[src/gpm_regs.vh]
// Register offset, field positions, reset value and mux codes of the general pin mux
`ifndef GPM_REGS_VH
`define GPM_REGS_VH

// Register address on the internal register port
`define GPM_CFG_ADDR        8'h78
// Register width and reset value
`define GPM_CFG_W           24
`define GPM_CFG_RESET       24'h000000
// Bits that software may set; all others are reserved and held at zero
`define GPM_CFG_WMASK       24'h419fc7

// Field positions
`define GPM_REROUTE_BIT     22
`define GPM_P2_IBUF_BIT     16
`define GPM_P2_OBUF_BIT     15
`define GPM_P1_OBUF_BIT     12
`define GPM_P2_SEL_HI       11
`define GPM_P2_SEL_LO       9
`define GPM_P1_SEL_HI       8
`define GPM_P1_SEL_LO       6
`define GPM_P3_SEL_HI       2
`define GPM_P3_SEL_LO       0

// Output select codes
`define GPM_SEL_GND         3'h0
`define GPM_SEL_INT0        3'h2
`define GPM_SEL_INT1        3'h3
`define GPM_SEL_ALT         3'h7

`endif

[src/gpm_out_sel.v]
// Output select for one general pin: ground, two shared internal outputs or a pin-specific source
`default_nettype none
`include "gpm_regs.vh"

module gpm_out_sel (
  input  wire [2:0] i_sel,        // Select code from the configuration register
  input  wire       i_int0,       // Internal output zero
  input  wire       i_int1,       // Internal output one
  input  wire       i_alt,        // Pin-specific source for code 7
  output reg        o_val         // Selected level
);

  // Decode the select; unlisted codes fall to ground so the pin never floats
  always @* begin
    case (i_sel)
      `GPM_SEL_GND:  o_val = 1'b0;
      `GPM_SEL_INT0: o_val = i_int0;
      `GPM_SEL_INT1: o_val = i_int1;
      `GPM_SEL_ALT:  o_val = i_alt;
      default:       o_val = 1'b0;
    endcase
  end

endmodule // gpm_out_sel

`default_nettype wire

[src/gpm_pin_mux.v]
// General pin output multiplexer with its configuration register
//
// How it works
// - Reset clears register: ground selected, buffers off
// - Reserved bits read zero, software writes zero
// - Reroute bit moves pin three to aux data
// - Rerouted signal driven inverted, active low
// - Pin two input buffer follows its enable
// - Pin two output drives only when enabled
// - Pin one output drives only when enabled
// - Pin two select: ground, int0, int1, tx0 enable
// - Pin one select: ground, int0, int1, illum clock
// - Pin three select: ground, int0, int1, int2
`default_nettype none
`include "gpm_regs.vh"

module gpm_pin_mux (
  input  wire        i_clk_sys,                              // Device clock, 125 MHz
  input  wire        i_nrst,                                 // Async reset, active low
  // Internal register port
  input  wire [7:0]  i_reg_addr,                             // Register address
  input  wire        i_reg_wr,                               // Write strobe, one cycle
  input  wire [23:0] i_reg_wdata,                            // Write data
  input  wire        i_reg_rd,                               // Read strobe, one cycle
  output reg  [23:0] o_reg_rdata,                            // Read data, one cycle later
  output reg         o_reg_rvalid,                           // Read data valid pulse
  // Internal signal sources
  input  wire        i_internal_output_zero,                 // Shared source for code 2
  input  wire        i_internal_output_one,                  // Shared source for code 3
  input  wire        i_internal_output_two,                  // Pin three code 7
  input  wire        i_transmitter_zero_illumination_enable, // Pin two code 7
  input  wire        i_illumination_modulation_clock,        // Pin one code 7
  // General pin one
  output reg         o_general_pin_one_out,                  // Pin one output level
  output reg         o_general_pin_one_oe,                   // Pin one output enable
  // General pin two
  input  wire        i_general_pin_two_in,                   // Pin two input level
  output reg         o_general_pin_two_out,                  // Pin two output level
  output reg         o_general_pin_two_oe,                   // Pin two output enable
  output reg         o_reference_clock_in,                   // Gated pin two input path
  // General pin three
  output reg         o_general_pin_three_out,                // Pin three output level
  // Auxiliary host data pin, open drain with external pull-up
  output reg         o_aux_data_out,                         // Always low when driven
  output reg         o_aux_data_oe                           // Pulls the line low
);

  // Configuration register, reserved bits held at zero
  reg  [23:0] cfg_r;
  reg  [23:0] cfg_nxt;

  // Field views
  wire        reroute_en;
  wire        pin_two_input_buffer_enable;
  wire        pin_two_output_buffer_enable;
  wire        pin_one_output_buffer_enable;
  wire [2:0]  pin_two_output_select;
  wire [2:0]  pin_one_output_select;
  wire [2:0]  pin_three_output_select;

  // Per-pin selected levels, indexed by pin minus one
  wire [2:0]  sel_code [0:2];
  wire [2:0]  alt_src;
  wire [2:0]  pin_val;

  // Address match, used by both the write and the read path
  function addr_hit;
    input [7:0] addr;
    begin
      addr_hit = (addr == `GPM_CFG_ADDR);
    end
  endfunction

  assign reroute_en                   = cfg_r[`GPM_REROUTE_BIT];
  assign pin_two_input_buffer_enable  = cfg_r[`GPM_P2_IBUF_BIT];
  assign pin_two_output_buffer_enable = cfg_r[`GPM_P2_OBUF_BIT];
  assign pin_one_output_buffer_enable = cfg_r[`GPM_P1_OBUF_BIT];
  assign pin_one_output_select        = cfg_r[`GPM_P1_SEL_HI:`GPM_P1_SEL_LO];
  assign pin_two_output_select        = cfg_r[`GPM_P2_SEL_HI:`GPM_P2_SEL_LO];
  assign pin_three_output_select      = cfg_r[`GPM_P3_SEL_HI:`GPM_P3_SEL_LO];

  // Table of select codes and code-7 sources, one entry per pin
  assign sel_code[0] = pin_one_output_select;
  assign sel_code[1] = pin_two_output_select;
  assign sel_code[2] = pin_three_output_select;
  assign alt_src[0]  = i_illumination_modulation_clock;
  assign alt_src[1]  = i_transmitter_zero_illumination_enable;
  assign alt_src[2]  = i_internal_output_two;

  // One selector per pin
  genvar gi;
  generate
    for (gi = 0; gi < 3; gi = gi + 1) begin : g_pin
      gpm_out_sel u_sel (
        .i_sel  (sel_code[gi]),
        .i_int0 (i_internal_output_zero),
        .i_int1 (i_internal_output_one),
        .i_alt  (alt_src[gi]),
        .o_val  (pin_val[gi])
      );
    end
  endgenerate

  // Next register value; reserved bits are masked so they can never be set
  always @* begin
    cfg_nxt = cfg_r;
    if (i_reg_wr && addr_hit(i_reg_addr)) begin
      cfg_nxt = i_reg_wdata & `GPM_CFG_WMASK;
    end
  end

  // Register storage
  always @(posedge i_clk_sys or negedge i_nrst) begin
    if (!i_nrst) begin
      cfg_r <= `GPM_CFG_RESET;
    end else begin
      cfg_r <= cfg_nxt;
    end
  end

  // Read path: a read in the same cycle as a write returns the old value
  always @(posedge i_clk_sys or negedge i_nrst) begin
    if (!i_nrst) begin
      o_reg_rdata  <= 24'h000000;
      o_reg_rvalid <= 1'b0;
    end else begin
      o_reg_rvalid <= i_reg_rd;
      if (i_reg_rd && addr_hit(i_reg_addr)) begin
        o_reg_rdata <= cfg_r;
      end else begin
        o_reg_rdata <= 24'h000000;  // Unmapped address reads zero
      end
    end
  end

  // Pin outputs, registered so every pin changes on a clock edge only;
  // the cost is one cycle of delay on every routed source
  always @(posedge i_clk_sys or negedge i_nrst) begin
    if (!i_nrst) begin
      o_general_pin_one_out   <= 1'b0;
      o_general_pin_one_oe    <= 1'b0;
      o_general_pin_two_out   <= 1'b0;
      o_general_pin_two_oe    <= 1'b0;
      o_reference_clock_in    <= 1'b0;
      o_general_pin_three_out <= 1'b0;
      o_aux_data_out          <= 1'b0;
      o_aux_data_oe           <= 1'b0;
    end else begin
      // Pin one
      o_general_pin_one_out <= pin_val[0];
      o_general_pin_one_oe  <= pin_one_output_buffer_enable;
      // Pin two
      o_general_pin_two_out <= pin_val[1];
      o_general_pin_two_oe  <= pin_two_output_buffer_enable;
      // Input buffer off means the reference path sees a steady low
      o_reference_clock_in  <= pin_two_input_buffer_enable & i_general_pin_two_in;
      // Pin three falls to ground while its function is on the aux pin
      if (reroute_en) begin
        o_general_pin_three_out <= 1'b0;
      end else begin
        o_general_pin_three_out <= pin_val[2];
      end
      // Open drain: a high function level pulls the line low, giving the inversion
      o_aux_data_out <= 1'b0;
      o_aux_data_oe  <= reroute_en & pin_val[2];
    end
  end

endmodule // gpm_pin_mux

`default_nettype wire

[config.mk]
export PLATFORM = sky130hd
export DESIGN_NAME = gpm_pin_mux
export DESIGN_NICKNAME = d
export VERILOG_FILES = /design/src/gpm_out_sel.v /design/src/gpm_pin_mux.v
export VERILOG_INCLUDE_DIRS = /design/src /design/src/src
export SDC_FILE = /design/constraint.sdc
export NUM_CORES = 1
export LEC_CHECK = 0
export BUFFER_PORTS_ARGS = -buffer_cell sky130_fd_sc_hd__clkbuf_2
export CAP_MARGIN = 25
export CORE_MARGIN = 2
export CORE_UTILIZATION = 40
export DETAILED_ROUTE_END_ITERATION = 6
export PLACE_DENSITY = 0.84
export RECOVER_POWER = 50
export SLEW_MARGIN = 20
export SYNTH_ARGS = -nofsm -noshare
export SYNTH_HDL_FRONTEND = slang
export SYNTH_SLANG_ARGS = --single-unit
[constraint.sdc]
create_clock -name i_clk_sys -period 1.35 [get_ports i_clk_sys]
set_clock_uncertainty 0.2 [all_clocks]
set_input_delay 0.0675 -clock i_clk_sys [delete_from_list [all_inputs] [get_ports i_clk_sys]]
set_output_delay 0.0675 -clock i_clk_sys [all_outputs]
set_load 0.005 [all_outputs]
* After elaboration in Yosys (flattened, before gate mapping) *
Cells that the tools add are included.

word-level totals
  flip-flop bits (word level) = 44
  input bits = 42
  output and inout bits = 33
  word-level logic and storage cells = 29

operators by class
  eq/ne operators = 10
  muxes and demuxes = 5
  bitwise logic cells = 2
  reduce and logical (&&, ||, !) cells = 2

operators with widths
  operator            count
  $mux 23             1
  $eq 3x2->1 const B  6
  $eq 3x3->1 const B  3
  $pmux 1 s3          3
  $eq 8x7->1 const B  1
  $and 1x1->1         2
  $logic_and 1x1->1   2
  $mux 1              1

* Longest topological paths before layout *
  word-level depth = 3
  gate-level depth with buffers = 4
  gate-level depth less buffers = 3

* Modules after synthesis *
From an unflattened synthesis, not the netlist that was laid out.

second synthesis, totals
  cells, all modules = 94
  area, all modules = 1372.6 um^2

by module, submodules not included
  module       instances  cells each  area an instance (um^2)  seq. area each (um^2)
  gpm_pin_mux  1          82          1293.7                   850.8
  gpm_out_sel  3          4           26.3                     0.0

* Worst setup path after synthesis *
OpenSTA, ideal clock, no wires.

  path type = input port to flip-flop
  start point = input port i_reg_addr[1]
  end point = register cfg_r[10]
  setup time = 0.125 ns
  arrival = 0.943 ns
  data required time = 1.025 ns
  setup slack = 0.081 ns
  stages = 4
  path buffers = 1
  cells stage by stage = nor4b_4 > nand3_2 > buf_6 > mux2_4

between the ends
  longest elaborated chain between the ends = 2

RTL lines
  what                    RTL line           text
  start: declaration      gpm_pin_mux.v:21   input wire [7:0] i_reg_addr,
  $eq 8x7->1 (no line)    -
  $logic_and 1x1->1       gpm_pin_mux.v:107  if (i_reg_wr && addr_hit(i_reg_addr)) begin
  end signal: assignment  gpm_pin_mux.v:115  cfg_r <= `GPM_CFG_RESET;
  end signal: assignment  gpm_pin_mux.v:117  cfg_r <= cfg_nxt;
  end: declaration        gpm_pin_mux.v:49   reg [23:0] cfg_r;

Every way passes these cells.
A chain may end at the register's enable or synchronous reset.

* Final worst setup path *
  start point = register cfg_r[8]
  end point = register o_general_pin_one_out

between the ends
  longest elaborated chain between the ends = 2
  elaborated cells between the ends (all ways) = 4
  those cells by class = eq/ne: 3; mux: 1

RTL lines
  what                                      RTL line           text
  $eq 3x3->1 or $eq 3x2->1 (tied branches)  gpm_out_sel.v:15   case (i_sel)
  $pmux 1 s3 (*)                            gpm_out_sel.v:15
  via g_pin[0].u_sel.o_val                  gpm_out_sel.v:10   output reg o_val
  end signal: assignment                    gpm_pin_mux.v:150  o_general_pin_one_out <= pin_val[0];
  end: declaration                          gpm_pin_mux.v:34   output reg o_general_pin_one_out,

The timed path passes the listed nets; every way through them passes the cells marked *.

==> flow_metrics.tcl <==
set metrics [dict create \
    outcome "complete, no violations" \
    synth_warnings 0 \
    synth-seq-area-share_pct 61.7 \
    via_per_inst 4.33 \
    finalPower_mw 1.75 \
    cp-start-kind "flip-flop" \
    slowest_delay_ns 0.37 \
    yosysTopAreaCell "dfrtp_1" \
    final_common_cell "clkbuf_2" \
    cp_slowest_cell "dfrtp_1" \
    clk_pin_slew_ns 0.10 \
    die_h_um 62.7 \
    num_rows 21 \
    io_buffers 51 \
    p_leak_nw 1.05 \
    n_antenna_cell 0 \
    final_net_count 214 \
    grt_max_degree 21 \
    grt_pass1_wl_um 4410 \
    die_area_um2 3940 \
    cts_htree_levels 2 \
    crit_required_ns 1.38 \
    synth_cell_type_count 20 \
    drtAntennaViolNets 0 \
    wirelength_um 2730 \
    die_w_um 62.7 \
    hold_viol 0 \
    postSynthAreaPerCell_um2 14.8 \
    overflow 0 \
    drt-pass1-iter-count 3 \
    p_per_area_nw_per_um2 923 \
    rsz0062_at_grt "false" \
    top_level_ports 75 \
    grt_pass1_vias 938 \
    crit_path_cell_trace "mux2_2 > a22oi_1 > nor2b_1" \
    hold_ws_ns 0.0162 \
    ys_ff_latch 34 \
    syn_to_final_growth_pct 37.1 \
    min_period_ns 1.29 \
    critPathArrivalTime_ns 1.31 \
    syn_area_um2 1380 \
    antenna_found_initial 0 \
    wl_per_cell_um 12.5 \
    place_congestion 0.827 \
    clock-sinks 34 \
    yosys.area.top_type_share_pct 61.7 \
    vias 943 \
    worstSkewPairLatency_ns 0.33 \
    drv_cap 0 \
    cts_setup_buffers 0 \
    setup_viol 0 \
    hp-class "in -> reg" \
    max_freq_mhz 777 \
    fillers 291 \
    synth.top_cells.by_area "dfrtp_1 62%, mux2_4 11%, buf_4 6.5%, and2_1 6.3%, mux2_2 4.1%" \
    worst_pin_slew_ns 0.814 \
    slew-limit-headroom_pct 45.8 \
    postCtsHoldBufs 20 \
    coreArea_um2 3340 \
    slew_violations 0 \
    drt_iter0_markers 39 \
    final_cell_mix "50 x clkbuf_2, 34 x dfrtp_1, 20 x dlygate4sd3_1, 13 x and2_1, 12 x conb_1" \
    min_period_over_period_pct 95.3 \
    cp.buffers_inverters 0 \
    crit_type "reg -> reg" \
    grt_usage_pct 15.4 \
    fin_cells 218 \
    vdd_ir_drop_max_mv 0.282 \
    dp.cells 191 \
    cts_resized 0 \
    synthCells 93 \
    path_delay_family "flip-flops" \
    clockBufferDepth 2 \
    critPathCaptureType "flip-flop" \
    cts_tree "built" \
    dp_hpwl_um 1930 \
    cts_buffers 5 \
    initial_core_util_pct 41.4 \
    drc 0 \
    cp_max_fo 2 \
    cts-root-buf "clkbuf_4" \
    drive_above_1_share_pct 43.0 \
]
==> layout make-up <==
| type | count | area [um^2] | area share, % |
|---|---|---|---|
| tap | 46 | 57.6 | 3.04 |
| timing repair buffer | 75 | 497 | 26.3 |
| clock buffer | 7 | 45.0 | 2.38 |
| sequential | 34 | 851 | 45.0 |
| multi-input combinational | 56 | 442 | 23.3 |
==> flip-flops by register name, summed over array words and instances, names as in the netlist <==
register,count
cfg_r,13
o_aux_data_oe,1
o_general_pin_one_oe,1
o_general_pin_one_out,1
o_general_pin_three_out,1
o_general_pin_two_oe,1
o_general_pin_two_out,1
o_reference_clock_in,1
o_reg_rdata,13
o_reg_rvalid,1
==> metrics by stage <==
step	setup WS (ns)	TNS (ns)	cell area, um^2	util (%)
global placement	-0.00852	-0.0656	1680	50.4
detailed placement	-0.0546	-0.487	1680	50.4
CTS	0.0671	0	1930	57.8
global route	0.0330	0	1890	56.7
floorplan	0.0815	0	1420	-
finish	0.0636	0	1890	56.7
==> worst min-delay path, cell delays in order <==
cell and delay (ns):
clkbuf_2 0.11, mux2_2 0.15, a22oi_1 0.08, nor2b_1 0.10
==> final timing paths <==
kind                                             from                     to  slack, ns  depth (start not counted)
worst max register to register               cfg_r[8]  o_general_pin_one_out       0.06                          3
worst min-delay path            i_internal_output_one  o_general_pin_two_out       0.02                          4
max in group asynchronous                      i_nrst              cfg_r[15]       0.24                          3
min in group asynchronous                      i_nrst              cfg_r[22]       0.14                          2
worst max-delay path                         cfg_r[8]  o_general_pin_one_out       0.06                          3
worst min register to register              cfg_r[15]   o_general_pin_two_oe       0.21                          0
==> Yosys cell counts <==
| cell | n |
|---|---|
| nor2b_1 | 2 |
| nor2_1 | 2 |
| nand3_1 | 1 |
| nor3b_1 | 1 |
| nand3_2 | 1 |
| o21a_1 | 1 |
| and4b_1 | 1 |
| clkbuf_2 | 1 |
| a22oi_1 | 2 |
| and3_2 | 1 |
| mux2i_1 | 1 |
| conb_1 | 1 |
| buf_6 | 1 |
| and2_1 | 14 |
| and3b_1 | 1 |
| nor4b_4 | 1 |
| mux2_2 | 5 |
| mux2_4 | 10 |
| buf_4 | 12 |
| dfrtp_1 | 34 |
==> logic make-up after synthesis <==
group                  Yosys count  share of synthesized area, %
other                            1                         0.272
multiplexers                    16                          15.7
flip-flops                      34                          61.7
buffers and inverters           14                          7.71
AO/OA/AOI/OAI                    3                          1.63
AND/OR/NAND/NOR                 25                          13.1
==> report_power, final <==
group          internal (mW)  switching (mW)
clock                  0.196           0.302
sequential              1.04          0.0168
combinational          0.116          0.0716
==> per-layer routing <==
| layer | GRT usage [%] | vias to the layer above | routed length, um |
|---|---|---|---|
| met3 | 6.13 | 6 | 188 |
| met5 | 0 | - | 0 |
| met1 | 15.3 | 454 | 982 |
| met4 | 5.83 | 0 | 42 |
| met2 | 28.5 | 40 | 1510 |
| li1 | - | 443 | - |
Note: power is estimated with default switching activity, not from simulation.
